`src/csc_pkg.sv`:
```
// Constants, types and helpers shared by the comparator status/control block
// Function
// - Enable bit 7 turns the whole comparator function on or off.
// - Bit 6 picks positive input: 0 external pin, 1 bandgap reference.
// - Event flag bit 5 sets on each compare event chosen by edge select.
// - Writing one to the flag clears it; writing zero leaves it.
// - With interrupt enable bit 4 set, request interrupt while flag set.
// - Bit 3 reads the present comparator output level, never a stored value.
// - Output readback resets to zero and reads zero while disabled.
// - Bit 2 set drives comparator output onto the output pin.
// - Edge select 00/10 falling, 01 rising, 11 either edge.
// - Comparator output high when positive input exceeds negative input.
// - All control, flag and readback bits live in one 8-bit register; here interrupt status and mask are two more registers.
// - Light stop: no compares, registers unchanged, resume afterwards.
// - Deep stop exit or reset returns every register bit to reset.
// - Output pin absent here, so the pin enable bit has no effect.
package csc_pkg;

	// Register byte offsets on the APB
	localparam logic [11:0] CSC_CTRL_OFFSET = 12'h000;
	localparam logic [11:0] CSC_STAT_OFFSET = 12'h004;
	localparam logic [11:0] CSC_MASK_OFFSET = 12'h008;

	// Field positions of the control register
	localparam int CSC_ENABLE_POS = 7;
	localparam int CSC_REFSEL_POS = 6;
	localparam int CSC_FLAG_POS = 5;
	localparam int CSC_IRQEN_POS = 4;
	localparam int CSC_LEVEL_POS = 3;
	localparam int CSC_PINEN_POS = 2;
	localparam int CSC_EDGE_POS = 0;

	// Reset values
	localparam logic [7:0] CSC_CTRL_RESET = 8'h00;
	localparam logic CSC_STAT_RESET = 1'b0;
	localparam logic CSC_MASK_RESET = 1'b0;

	// Synchroniser depth in clock cycles
	localparam int CSC_SYNC_STAGES = 2;

	// Compare event kinds
	typedef enum logic [1:0] {
		CSC_FALL_A = 2'b00,
		CSC_RISE = 2'b01,
		CSC_FALL_B = 2'b10,
		CSC_EITHER = 2'b11
	} csc_edge_t;

	// Control register layout, bit 7 down to bit 0
	typedef struct packed {
		logic enable;
		logic refSel;
		logic eventFlag;
		logic irqEnable;
		logic level;
		logic pinEnable;
		csc_edge_t edgeSel;
	} csc_ctrl_t;

	// Controls toward the analog comparator
	typedef struct packed {
		logic powerOn;
		logic refSel;
	} csc_analog_t;

	// True when the seen edge matches the selected event kind
	function automatic logic csc_event_hit(input csc_edge_t sel,
		input logic rise, input logic fall);
		logic hit;
		hit = 1'b0;
		unique case (sel)
			CSC_FALL_A: hit = fall;
			CSC_RISE: hit = rise;
			CSC_FALL_B: hit = fall;
			CSC_EITHER: hit = rise | fall;
		endcase
		return hit;
	endfunction

endpackage

```
`src/csc_sync.sv`:
```
// Level synchroniser for the asynchronous comparator output
`timescale 1ns/100ps
module csc_sync #(
	parameter int STAGES = 2
) (
	input wire logic clock,
	input wire logic reset_n,
	input wire logic dataIn,
	output logic dataOut
);

	logic [STAGES-1:0] chain;

	// Shift chain; only the next stage reads each stage
	always_ff @(posedge clock or negedge reset_n) begin
		if (!reset_n) begin
			chain <= '0;
		end else begin
			chain <= {chain[STAGES-2:0], dataIn};
		end
	end

	assign dataOut = chain[STAGES-1];

endmodule

```
`src/csc_control.sv`:
```
// Comparator status/control logic with APB slave and interrupt
`timescale 1ns/100ps
module csc_control import csc_pkg::*; #(
	parameter int ADDR_W = 12,
	parameter bit PIN_PRESENT = 1'b0
) (
	input wire logic clock,
	input wire logic reset_n,
	input wire logic psel,
	input wire logic penable,
	input wire logic pwrite,
	input wire logic [ADDR_W-1:0] paddr,
	input wire logic [31:0] pwdata,
	output logic [31:0] prdata,
	output logic pready,
	output logic pslverr,
	input wire logic compareRaw,
	input wire logic lightStop,
	input wire logic deepStopExit,
	output csc_analog_t analogCtrl,
	output logic comparePinOut,
	output logic irq
);

	csc_ctrl_t ctrl;
	csc_ctrl_t next_ctrl;
	csc_ctrl_t readCtrl;
	logic intStatus;
	logic intMask;
	logic prevLevel;
	logic armed;
	logic compareSync;
	logic [31:0] next_prdata;

	// Comparator output is synchronised before edge detect and readback
	csc_sync #(
		.STAGES(CSC_SYNC_STAGES)
	) u_sync (
		.clock(clock),
		.reset_n(reset_n),
		.dataIn(compareRaw),
		.dataOut(compareSync)
	);

	// Bus phase decode
	wire accessPhase = psel & penable;
	wire answerNow = accessPhase & ~pready;
	wire xferDone = accessPhase & pready;
	wire wrDone = xferDone & pwrite;
	wire rdDone = xferDone & ~pwrite;

	// Address decode
	wire [11:0] addr = 12'(paddr);
	wire hitCtrl = addr == CSC_CTRL_OFFSET;
	wire hitStat = addr == CSC_STAT_OFFSET;
	wire hitMask = addr == CSC_MASK_OFFSET;
	wire hitAny = hitCtrl | hitStat | hitMask;

	// Register write and clear strobes
	wire ctrlWrite = wrDone & hitCtrl;
	wire maskWrite = wrDone & hitMask;
	wire flagClear = ctrlWrite & pwdata[CSC_FLAG_POS];
	wire statClear = rdDone & hitStat;

	// Compares run only while enabled and out of light stop
	wire compareActive = ctrl.enable & ~lightStop;
	wire rise = compareSync & ~prevLevel;
	wire fall = ~compareSync & prevLevel;
	wire edgeHit = csc_event_hit(ctrl.edgeSel, rise, fall);
	wire compareEvent = compareActive & armed & edgeHit;

	// High level means positive input above negative input
	wire liveLevel = ctrl.enable & compareSync;

	// Next flag: a new event wins over a clear in the same cycle
	wire next_flag = compareEvent | (ctrl.eventFlag & ~flagClear);
	wire next_status = compareEvent | (intStatus & ~statClear);

	// Pin enable is kept only when the pin exists
	wire next_pinEn = PIN_PRESENT & pwdata[CSC_PINEN_POS];

	// Next control value from bus writes and events
	always_comb begin
		next_ctrl = ctrl;
		if (ctrlWrite) begin
			next_ctrl.enable = pwdata[CSC_ENABLE_POS];
			next_ctrl.refSel = pwdata[CSC_REFSEL_POS];
			next_ctrl.irqEnable = pwdata[CSC_IRQEN_POS];
			next_ctrl.pinEnable = next_pinEn;
			next_ctrl.edgeSel = csc_edge_t'(pwdata[CSC_EDGE_POS+:2]);
		end
		next_ctrl.level = 1'b0;
		next_ctrl.eventFlag = next_flag;
	end

	// Readable control view with the live level in bit 3
	always_comb begin
		readCtrl = ctrl;
		readCtrl.level = liveLevel;
	end

	// Read data selection; unmapped reads return zero
	assign next_prdata = hitCtrl ? {24'h00_0000, readCtrl} :
		hitStat ? {31'h0000_0000, intStatus} :
		hitMask ? {31'h0000_0000, intMask} : 32'h0000_0000;

	// Control, status and mask registers; deep stop exit restores reset
	always_ff @(posedge clock or negedge reset_n) begin
		if (!reset_n) begin
			ctrl <= csc_ctrl_t'(CSC_CTRL_RESET);
			intStatus <= CSC_STAT_RESET;
			intMask <= CSC_MASK_RESET;
		end else if (deepStopExit) begin
			ctrl <= csc_ctrl_t'(CSC_CTRL_RESET);
			intStatus <= CSC_STAT_RESET;
			intMask <= CSC_MASK_RESET;
		end else begin
			ctrl <= next_ctrl;
			intStatus <= next_status;
			intMask <= maskWrite ? pwdata[0] : intMask;
		end
	end

	// Edge history; arming waits one cycle, while a high output reaches the edge detect as a rise three cycles after enabling
	always_ff @(posedge clock or negedge reset_n) begin
		if (!reset_n) begin
			prevLevel <= 1'b0;
			armed <= 1'b0;
		end else begin
			prevLevel <= compareSync;
			armed <= compareActive & ~deepStopExit;
		end
	end

	// APB answer: one wait cycle, then ready with data and error
	always_ff @(posedge clock or negedge reset_n) begin
		if (!reset_n) begin
			pready <= 1'b0;
			pslverr <= 1'b0;
			prdata <= 32'h0000_0000;
		end else begin
			pready <= answerNow;
			pslverr <= answerNow & ~hitAny;
			prdata <= answerNow ? next_prdata : prdata;
		end
	end

	// Registered outputs toward the analog side, pin and interrupt
	always_ff @(posedge clock or negedge reset_n) begin
		if (!reset_n) begin
			analogCtrl <= '0;
			comparePinOut <= 1'b0;
			irq <= 1'b0;
		end else begin
			analogCtrl.powerOn <= compareActive;
			analogCtrl.refSel <= ctrl.refSel;
			comparePinOut <= PIN_PRESENT & ctrl.pinEnable & liveLevel;
			irq <= (ctrl.irqEnable & ctrl.eventFlag)
				| (intStatus & intMask);
		end
	end
endmodule

```
`config.mk`:
```
export PLATFORM = sky130hd
export DESIGN_NAME = csc_control
export DESIGN_NICKNAME = d
export VERILOG_FILES = /design/src/csc_pkg.sv /design/src/csc_sync.sv /design/src/csc_control.sv
export SDC_FILE = /design/constraint.sdc
export NUM_CORES = 1
export LEC_CHECK = 0
export ABC_CLOCK_PERIOD_IN_PS = 3600
export BUFFER_PORTS_ARGS = -buffer_cell sky130_fd_sc_hd__buf_2
export CORE_MARGIN = 2
export CORE_UTILIZATION = 44
export DETAILED_ROUTE_END_ITERATION = 12
export PLACE_DENSITY = 0.81
export SYNTH_ARGS = -nofsm -noshare
export SYNTH_HDL_FRONTEND = slang
export SYNTH_SLANG_ARGS = --single-unit
export TNS_END_PERCENT = 1
```
`constraint.sdc`:
```
create_clock -name clock -period 3.6 [get_ports clock]
set_input_delay 0.18 -clock clock [delete_from_list [all_inputs] [get_ports clock]]
set_output_delay 0.18 -clock clock [all_outputs]
set_load 0.005 [all_outputs]
```
---- Yosys cells after proc, flatten, opt, wreduce, memory -nomap -nowiden ----
Cells that the tools add are included.
storage, ports and cells
  input bits .............................. 52
  word-level logic and storage cells ...... 74
  flip-flop bits (word level) ............. 50
  output and inout bits ................... 38
operators by class
  mux-type cells .......................... 11
  bitwise gates (word level) .............. 36
  equality and inequality tests ........... 5
  reduce and logical (&&, ||, !) cells .... 5
operators by type and width
  operator             count
  $and 1x1->1          21
  $mux 8               2
  $eq 12x3->1 const B  1
  $eq 12x4->1 const B  1
  $logic_not 12->1     1
  $not 1->1            9
  $mux 1               6
  $or 1x1->1           6
  $eq 2x2->1 const B   2
  $reduce_bool 2->1    2
  $mux 3               1
  $pmux 1 s3           1
  $eq 2x1->1 const B   1
  $logic_not 2->1      1
  $mux 2               1
  $reduce_or 2->1      1

---- Logic depth before layout (Yosys ltp) ----
Gate-level depths: netlist (run 1).
  word-level depth ........................ 9
  gate-level depth with buffers ........... 6
  depth with buffers taken out ............ 6

---- By module ----
From an unflattened synthesis (run 1), not the netlist that was laid out.
second synthesis, totals
  cells, all modules ...................... 112
  area total of the unflattened synthesis .. 1226.2 µm²
by module, submodules not included
  module       area each (µm²)  instances  sequential area each (µm²)  cells an instance
  csc_control  1176.1           1          550.5                       110
  csc_sync     50.0             1          50.0                        2

---- Least setup slack after synthesis (run 1) ----
No wires, ideal clock.
  path kind ............................... register to register
  start ................................... reg u_sync.chain[1]
  end ..................................... reg ctrl[5] (netlist name)
  cell stages (with the launch flop) ...... 5
  path slack .............................. 2.456 ns
  data arrival time ....................... 1.007 ns
  clock period less this slack ............ 1.144 ns
  library setup time ...................... 0.138 ns
  cells stage by stage .................... dfrtp_1 > ha_1 > a21oi_1 > a41oi_1 > a21oi_1
on the way
  longest elaborated chain between the ends .. 7
  elaborated cells on any way between the ends .. 8
  those cells by class .................... mux (2); bitwise (6)
ends and longest elaborated chain
  what                      RTL line            text
  start: declaration        csc_sync.sv:12      logic [STAGES-1:0] chain;
  start signal: assignment  csc_sync.sv:19      chain <= {chain[STAGES-2:0], dataIn};
  $not 1->1                 csc_control.sv:68   wire fall = ~compareSync & prevLevel;
  $and 1x1->1               csc_control.sv:68
  $or 1x1->1                csc_pkg.sv:75       CSC_EITHER: hit = rise | fall;
  $pmux 1 s3 *              csc_pkg.sv:71       unique case (sel)
  $and 1x1->1 *             csc_control.sv:70   wire compareEvent = compareActive & armed & edgeHit;
  $or 1x1->1 *              csc_control.sv:76   wire next_flag = compareEvent | (ctrl.eventFlag & ~flagClear);
  $mux 8 *                  csc_control.sv:113  end else if (deepStopExit) begin
  end signal: assignment    csc_control.sv:110  ctrl <= csc_ctrl_t'(CSC_CTRL_RESET);
  end signal: assignment    csc_control.sv:114  ctrl <= csc_ctrl_t'(CSC_CTRL_RESET);
  end signal: assignment    csc_control.sv:118  ctrl <= next_ctrl;
  end: declaration          csc_control.sv:25   csc_ctrl_t ctrl;
Mark *: on every way between the ends. The rest lies on a longest branch, timed or not.
A chain may end at the register's enable or synchronous reset.

---- Worst setup path after layout (run 1) ----
Same ends and word-level chain as after synthesis.

==> results of run 1 <==
logic make-up (layout without fill, tap and decap cells):
kind of cell | count (synthesis) | count (layout) | share of synthesized area [%]
multiplexers | 6 | 6 | 4.66
buffers and inverters | 35 | 49 | 17.8
AO/OA/AOI/OAI | 18 | 18 | 10.7
adder cells (fa/ha/maj) | 2 | 2 | 1.94
AND/OR/NAND/NOR | 26 | 26 | 18.1
flip-flops | 24 | 24 | 46.6
other | 1 | 26 | 0.291
Yosys cell counts, types with 2 or more instances:
cell type | count | area share (%)
clkbuf_1 | 2 | 0.58
a22o_1 | 6 | 4.1
nor4_4 | 3 | 5.0
nand2_1 | 2 | 0.58
nand3_2 | 2 | 1.6
dfrtp_1 | 24 | 47
buf_4 | 26 | 15
inv_1 | 5 | 1.5
ha_1 | 2 | 1.9
nor2_1 | 8 | 2.3
mux2i_1 | 6 | 4.7
o21ai_1 | 3 | 1.2
nor2b_1 | 3 | 1.5
a21oi_1 | 4 | 1.6
layout make-up:
class / count / area, sq um
Clock buffer: 3 / 22.5
Fill cell: 263 / 1340
Inverter: 7 / 26.3
Multi-Input combinational cell: 78 / 553
Sequential cell: 24 / 601
Tap cell: 31 / 38.8
Timing Repair Buffer: 39 / 205
cell usage in the layout, fill, tap and decap left out, drive strengths merged:
cell         count
ha               2
nand2            2
buf             37
and4b            1
nor2             9
inv              6
mux2i            6
and4             1
dfrtp           24
o41ai            1
o21ai            3
a22o             6
a32o             1
a41oi            1
nand4            2
nor2b            3
nand3b           2
clkbuf           3
dlygate4sd3      2
conb            26
nor3b            1
nand3            2
clkinv           1
o31ai            1
a31oi            1
a21oi            4
nor4             3
metal layers:
metal  vias to the layer above  global-route usage, %
met3                         0                   3.57
li1                        416                      -
met5                         -                      0
met4                         0                   5.98
met2                        45                   24.7
met1                       426                   18.1
power by group:
part	switching, mW	internal [mW]	total (mW)	leakage, nW
registers	0.00163	0.272	0.274	0.327
logic	0.0316	0.0177	0.0493	0.483
clock network	0.0761	0.0391	0.115	0.0138
total	0.109	0.329	0.439	0.823
flip-flops by register name (all words and copies together) (netlist names):
name and flops:
intStatus 1, pslverr 1, irq 1, pready 1
u_sync.chain 2, prevLevel 1, intMask 1, prdata 7
armed 1, analogCtrl 2, ctrl 6
how the worst min path moves through the flow:
stage	startpoint	end	slack (ns)
after floorplan	reset_n	analogCtrl[0]	-0.12
after global placement	reset_n	prdata[0]	0.17
after detailed placement	reset_n	prdata[0]	0.19
after CTS	lightStop	analogCtrl[1]	0.04
after global routing	lightStop	analogCtrl[1]	0.05
final	lightStop	analogCtrl[1]	0.05
through the flow:
stage                     instances  worst slack [ns]
after floorplan                 137              2.46
after global placement          177              2.24
after detailed placement        177              2.22
after CTS                       182              2.33
after global routing            182              2.23
final                           182              2.35
critical path: stages (launching register included):
cell,delay [ns]
dfrtp_1,0.43
ha_1,0.29
a21oi_1,0.07
a41oi_1,0.26
a21oi_1,0.09
repair_timing:
| item | in CTS | in global routing |
|---|---|---|
| hold endpoints to repair | 25 | 0 |
| setup endpoints to repair | 0 | 0 |
| hold buffers | 2 | 0 |
==> summary.txt, run 1 <==
status = finished, final reports clean
Crit path arrival time = 1.45 ns
ys flop type = dfrtp_1
num rows = 19
total CTS buffers = 3
Initial Util = 46.3%
layout cells sized above 1 = 33.8%
Post-CTS Setup Repair Bufs = 0
Sink Count = 24
GRT Resource Usage Total = 14.7%
RSZ-0062 raised after global routing = false
Yosys reg bits = 24
P per Cell Area = 303 nW/um^2
FMAX = 0.799 GHz
Final min period = 1.25 ns
antenna diode count = 0
DP Area = 1400 sq um
Least-Margin Pin Slew = 0.531 ns
DRC viols = 0
final clock skew = 0.00165 ns
Final ANT Viol Nets = 0
global placer's final weighted congestion = 0.792
reg2reg end = ctrl[5]
Area growth, synth to finish = 12.2%
yosys warns = 0
P_leak = 0.823 nW
Placeable Area = 2780 sq um
first-pass GRT wire length = 3.79 mm
Worst EP required = 3.80 ns
Skew-Pair Late Insertion Delay = 0.31 ns
clk root buf = clkbuf_4
CP startpoint = u_sync.chain[1]
VDD IR max = 213 uV
setup TNS = 0 ns
full die area = 3380 sq um
CTS max path bufs = 2
WL per Instance = 12.9 microns
Pwr Total = 0.439 mW
Worst Hold Class = in -> reg
final hold slack = 0.0486 ns
crit path capture = ctrl[5]
H-tree levels = 1
Detailed Place HPWL = 1.82 mm
DR top layer = met3
vias in the first global route = 859
max_cap viols = 0
synthesized area = 1290 sq um
initial antenna violation count = 0
Final setup viols = 0
worst r2r src = u_sync.chain[1]
I/O pins = 90
mean number of vias per cell = 4.87
clock-pin slew on the worst setup and hold paths = 0.12 ns
number of synthesized flops with an enable pin = 0
Final nets = 207
met2 WL = 1.16 mm
worst hold path cell count = 2
WS Path Type = reg -> reg
largest net degree at the start of global routing = 25
Overflow after GRT = 0
routed via count = 887
CTS tree = yes
fin crit share = 34.8%
mean post-synth cell area = 11.5 sq um
die width = 58.1 microns
Worst R2R Setup Slack = 2.35 ns
final slew viol count = 0
met3 WL = 212 microns
synthesized instance count = 112
die height = 58.1 microns
post-synth cell types = 30
DRT Pass-1 Iters = 4
drt initial violations = 26
register area share after synthesis = 46.6%
IO Port Bufs = 37
Crit. End Element = flop
crit start category = flop
final core utilization = 52.0%
area of all placed cells without fillers = 1450 sq um
Resized Gates After CTS = 0
Worst R2R Path Depth = 4
Total Wirelength = 2.35 mm
post-synthesis async set-or-reset flop share = 100%
routed length on met1 = 979 microns
crit-path max FO = 4
Max transition margin = 64.6%
Fin. Hold Viols = 0
Power figures use the tool's default switching activity.
==> run 2, diff against run 1 <==
--- a/config.mk
+++ b/config.mk
@@ -5,12 +5,12 @@
 export SDC_FILE = /design/constraint.sdc
 export NUM_CORES = 1
 export LEC_CHECK = 0
-export ABC_CLOCK_PERIOD_IN_PS = 3600
+export ABC_CLOCK_PERIOD_IN_PS = 1200
 export BUFFER_PORTS_ARGS = -buffer_cell sky130_fd_sc_hd__buf_2
 export CORE_MARGIN = 2
-export CORE_UTILIZATION = 44
+export CORE_UTILIZATION = 41
 export DETAILED_ROUTE_END_ITERATION = 12
-export PLACE_DENSITY = 0.81
+export PLACE_DENSITY = 0.76
 export SYNTH_ARGS = -nofsm -noshare
 export SYNTH_HDL_FRONTEND = slang
 export SYNTH_SLANG_ARGS = --single-unit
==> constraint.sdc (replaced) <==
create_clock -name clock -period 1.2 [get_ports clock]
set_input_delay 0.06 -clock clock [delete_from_list [all_inputs] [get_ports clock]]
set_output_delay 0.06 -clock clock [all_outputs]
set_load 0.005 [all_outputs]
==> summary.txt, run 2 (synthesis results as in run 1) <==
H-tree levels = 1
P_leak = 0.868 nW
Detailed Place HPWL = 1.81 mm
Sink Count = 24
WS Path Type = reg -> reg
commonest non-fill, non-tap cell in the layout = buf_2
CP Buf/Inv Count = 1
Crit path arrival time = 1.47 ns
Overflow after GRT = 0
mean number of vias per cell = 4.50
die height = 60.1 microns
largest net degree at the start of global routing = 25
final hold slack = 0.0156 ns
initial antenna violation count = 0
Final min period = 1.28 ns
antenna diode count = 0
clock-pin slew on the worst setup and hold paths = 0.12 ns
final core utilization = 52.4%
crit start category = flop
final slew viol count = 0
final clock skew = 0.00267 ns
first-pass GRT wire length = 3.68 mm
Least-Margin Pin Slew = 0.509 ns
Final setup viols = 2
slack of the critical path = -0.0768 ns
top flop regs = prdata: 7 flops, ctrl: 6 flops
VDD IR max = 736 uV
Cell Chain, Critical Path = buf_6 > ha_4 > and4b_1 > a41oi_2 > a21oi_1
CTS max path bufs = 2
CP max stage delay = 0.42 ns
Crit-path slowest cell = dfrtp_1
die width = 60.1 microns
Largest register FFs = 7
Fin. Hold Viols = 0
DRC viols = 0
CP delay by family, top = flip-flops
Total Wirelength = 2.36 mm
FMAX = 0.783 GHz
CTS tree = yes
GRT Resource Usage Total = 13.8%
register with the most flip-flops = prdata
routed via count = 917
status = finished with violations
fin crit share = 106%
max_cap viols = 0
total CTS buffers = 3
I/O pins = 90
DRT Pass-1 Iters = 4
Area growth, synth to finish = 23.1%
DP Area = 1470 sq um
Worst EP required = 1.39 ns
Final nets = 216
Max transition margin = 66.0%
num rows = 20
most frequent cells in the layout = 37 x buf_2, 26 x conb_1, 23 x dfrtp_1, 8 x nor2_1
global placer's final weighted congestion = 0.805
Crit. End Element = flop
IO Port Bufs = 37
layout cells sized above 1 = 41.3%
failing checks = negative setup slack
Placeable Area = 3030 sq um
Final ANT Viol Nets = 0
P per Cell Area = 837 nW/um^2
Skew-Pair Late Insertion Delay = 0.30 ns
vias in the first global route = 820
RSZ-0062 raised after global routing = true
Worst Hold Class = in -> reg
WL per Instance = 11.6 microns
clk root buf = clkbuf_4
full die area = 3610 sq um
drt initial violations = 33
crit-path max FO = 2
area of all placed cells without fillers = 1590 sq um
Initial Util = 42.6%
==> run 2: area by class of cell <==
| type | count | area [sq um] |
|---|---|---|
| Clock buffer | 3 | 22.5 |
| Fill cell | 292 | 1440 |
| Inverter | 7 | 26.3 |
| Multi-Input combinational cell | 78 | 599 |
| Sequential cell | 24 | 602 |
| Tap cell | 44 | 55.1 |
| Timing Repair Buffer | 48 | 282 |
==> run 2: path summary, 6_finish.rpt <==
check / start / to / slack, ns / cells after the start
max: prevLevel / intStatus / -0.08 / 5
min: pwdata[6] / ctrl[6] / 0.02 / 3
max reg2reg: prevLevel / intStatus / -0.08 / 5
min reg2reg: u_sync.chain[0] / u_sync.chain[1] / 0.36 / 0
max in group asynchronous: reset_n / u_sync.chain[1] / 0.58 / 2
min in group asynchronous: reset_n / ctrl[6] / 0.25 / 2
==> run 2: tightest hold or removal path, cell delays in order <==
cell	delay, ns
buf_2	0.08
mux2i_1	0.06
nor2_1	0.08
==> run 2: what timing repair did <==
action | 4_1_cts | 5_1_grt
gates resized for setup | 5 | 5
gates cloned | 0 | 0
endpoints found under the hold margin | 27 | 0
buffers inserted | 1 | 0
hold buffers | 4 | 0
endpoints found under the setup margin | 7 | 9
pin swaps | 3 | 6
==> run 2: metrics by stage <==
step	setup TNS [ns]	power, mW	instances	worst slack, ns
5_1_grt	-0.662	1.40	204	-0.151
4_1_cts	-0.137	1.34	204	-0.0737
3_5_place_dp	-0.404	0.992	196	-0.0736
3_3_place_gp	-0.199	0.985	196	-0.0497
2_1_floorplan	0	0.955	137	0.0556
6_report	-0.140	1.33	204	-0.0768
==> run 2: per-layer routing <==
metal | vias to the layer above | wire (microns) | track usage, %
met5 | - | 0 | 0
met4 | 0 | 7 | 0.952
met3 | 2 | 204 | 3.68
met2 | 52 | 1170 | 23.9
met1 | 431 | 980 | 17.9
li1 | 432 | - | -
==> run 2: power breakdown <==
group / internal (mW) / leakage, nW / total (mW) / switching (mW)
registers: 0.817 / 0.326 / 0.824 / 0.00653
logic: 0.0729 / 0.528 / 0.176 / 0.103
clock network: 0.117 / 0.0138 / 0.329 / 0.212
==> run 3, diff against run 2 <==
--- a/config.mk
+++ b/config.mk
@@ -10,6 +10,7 @@
 export CORE_MARGIN = 2
 export CORE_UTILIZATION = 41
 export DETAILED_ROUTE_END_ITERATION = 12
+export GPL_TIMING_DRIVEN = 0
 export PLACE_DENSITY = 0.76
 export SYNTH_ARGS = -nofsm -noshare
 export SYNTH_HDL_FRONTEND = slang
==> summary.txt, run 3 (synthesis results as in run 1) <==
status = finished with violations
failing checks = negative setup slack
CTS max path bufs = 2
VDD IR max = 546 uV
fill count = 283
initial antenna violation count = 0
drt initial violations = 17
DP Area = 1620 sq um
Sink Count = 24
P per Cell Area = 832 nW/um^2
Cell Chain, Critical Path = ha_1 > a21oi_2 > a41oi_2 > a21oi_1
global placer's final weighted congestion = 0.767
Total Wirelength = 2.42 mm
CTS tree = yes
P_leak = 0.997 nW
FMAX = 0.805 GHz
WL per Instance = 10.6 microns
largest net degree at the start of global routing = 25
Final nets = 239
clock-pin slew on the worst setup and hold paths = 0.12 ns
footprint of the multi-input gates = 578 sq um
H-tree levels = 1
top flop regs = prdata: 7 flops, ctrl: 6 flops
crit start category = flop
Setup WS pre-CTS = -0.0829 ns
Crit. End Element = flop
Storage cell area = 601 sq um
routed via count = 955
Least-Margin Pin Slew = 0.510 ns
die height = 60.1 microns
WS Path Type = reg -> reg
Overflow after GRT = 0
total CTS buffers = 3
Initial Util = 42.6%
Crit-path slowest cell = dfrtp_1
Pwr Total = 1.46 mW
Fin. Hold Viols = 0
most frequent cells in the layout = 36 x buf_2, 28 x buf_4, 26 x conb_1, 24 x dfrtp_1, 8 x nor2_1
crit-path max FO = 3
CP Buf/Inv Count = 0
DRT Pass-1 Iters = 2
GRT Resource Usage Total = 14.5%
num rows = 20
Worst EP required = 1.43 ns
non-filler instance count after layout = 228
DP Cell Count = 217
setup TNS = -0.145 ns
Max transition margin = 66.0%
final clock skew = 0.00214 ns
Final min period = 1.24 ns
max_cap viols = 0
first-pass GRT wire length = 3.92 mm
Area growth, synth to finish = 35.8%
vias in the first global route = 903
I/O pins = 90
CP max stage delay = 0.42 ns
CP delay by family, top = compound AO/OA/AOI/OAI gates
fin crit share = 103%
area of all placed cells without fillers = 1750 sq um
register with the most flip-flops = prdata
DRC viols = 0
Worst Hold Class = in -> reg
Largest register FFs = 7
mean number of vias per cell = 4.19
Final ANT Viol Nets = 0
full die area = 3610 sq um
Crit path arrival time = 1.47 ns
Skew-Pair Late Insertion Delay = 0.30 ns
final slew viol count = 0
antenna diode count = 0
clk root buf = clkbuf_4
commonest non-fill, non-tap cell in the layout = buf_2
die width = 60.1 microns
layout cells sized above 1 = 45.7%
Detailed Place HPWL = 1.84 mm
slack of the critical path = -0.0415 ns
RSZ-0062 raised after global routing = true
IO Port Bufs = 36
Placeable Area = 3030 sq um
Final setup viols = 7
## run 3: cell types whose count changed in the layout (fill, tap and decap cells not counted), sizes merged
cell         delta
buf            +20
clkbuf          +2
dlygate4sd3     +2
## run 3: area by class of cell
class	instances	area share, %
Clock buffer	4	2.07
Inverter	7	1.50
Sequential cell	24	34.3
Buffer	28	11.8
Multi-Input combinational cell	78	33.0
Tap cell	44	3.15
Timing Repair Buffer	43	14.2
## run 3: power by group
part           internal [mW]  switching, mW
clock                  0.185          0.221
sequential             0.817        0.00494
combinational          0.119          0.109
total                   1.12          0.335
## run 3: metrics by stage
step / hold slack, ns / util, %
after floorplan: -0.236 / -
after global placement: 0.0518 / 53.4
after detailed placement: 0.0700 / 53.4
after CTS: 0.00106 / 57.6
after global routing: 0.0000904 / 57.8
final: 0.0157 / 57.8
## run 3: worst paths after layout
path                                 start              end  slack, ns  depth (start not counted)
max in group asynchronous          reset_n    analogCtrl[1]       0.60                          2
hold reg to reg            u_sync.chain[0]  u_sync.chain[1]       0.38                          0
setup / recovery           u_sync.chain[1]          ctrl[5]      -0.04                          4
min in group asynchronous          reset_n        prdata[0]       0.25                          2
hold / removal                   pwdata[0]          intMask       0.02                          3
setup reg to reg           u_sync.chain[1]          ctrl[5]      -0.04                          4
## run 3: what timing repair did
item | in CTS | in global routing
hold buffers | 6 | 0
pin swaps | 2 | 1
buffers inserted | 1 | 0
endpoints found under the setup margin | 14 | 14
resized for setup | 6 | 4
hold endpoints to repair | 29 | 0
## run 3: per-layer routing
metal / vias to the layer above / track usage (%) / part of all wire, %
met4: 0 / 1.90 / 0
li1: 480 / - / -
met1: 429 / 18.5 / 42
met5: - / 0 / 0
met2: 46 / 24.5 / 49
met3: 0 / 4.76 / 9.4
## run 3: tightest hold or removal path: stages
cell and delay, ns:
buf_2 0.11, inv_1 0.06, o41ai_2 0.07
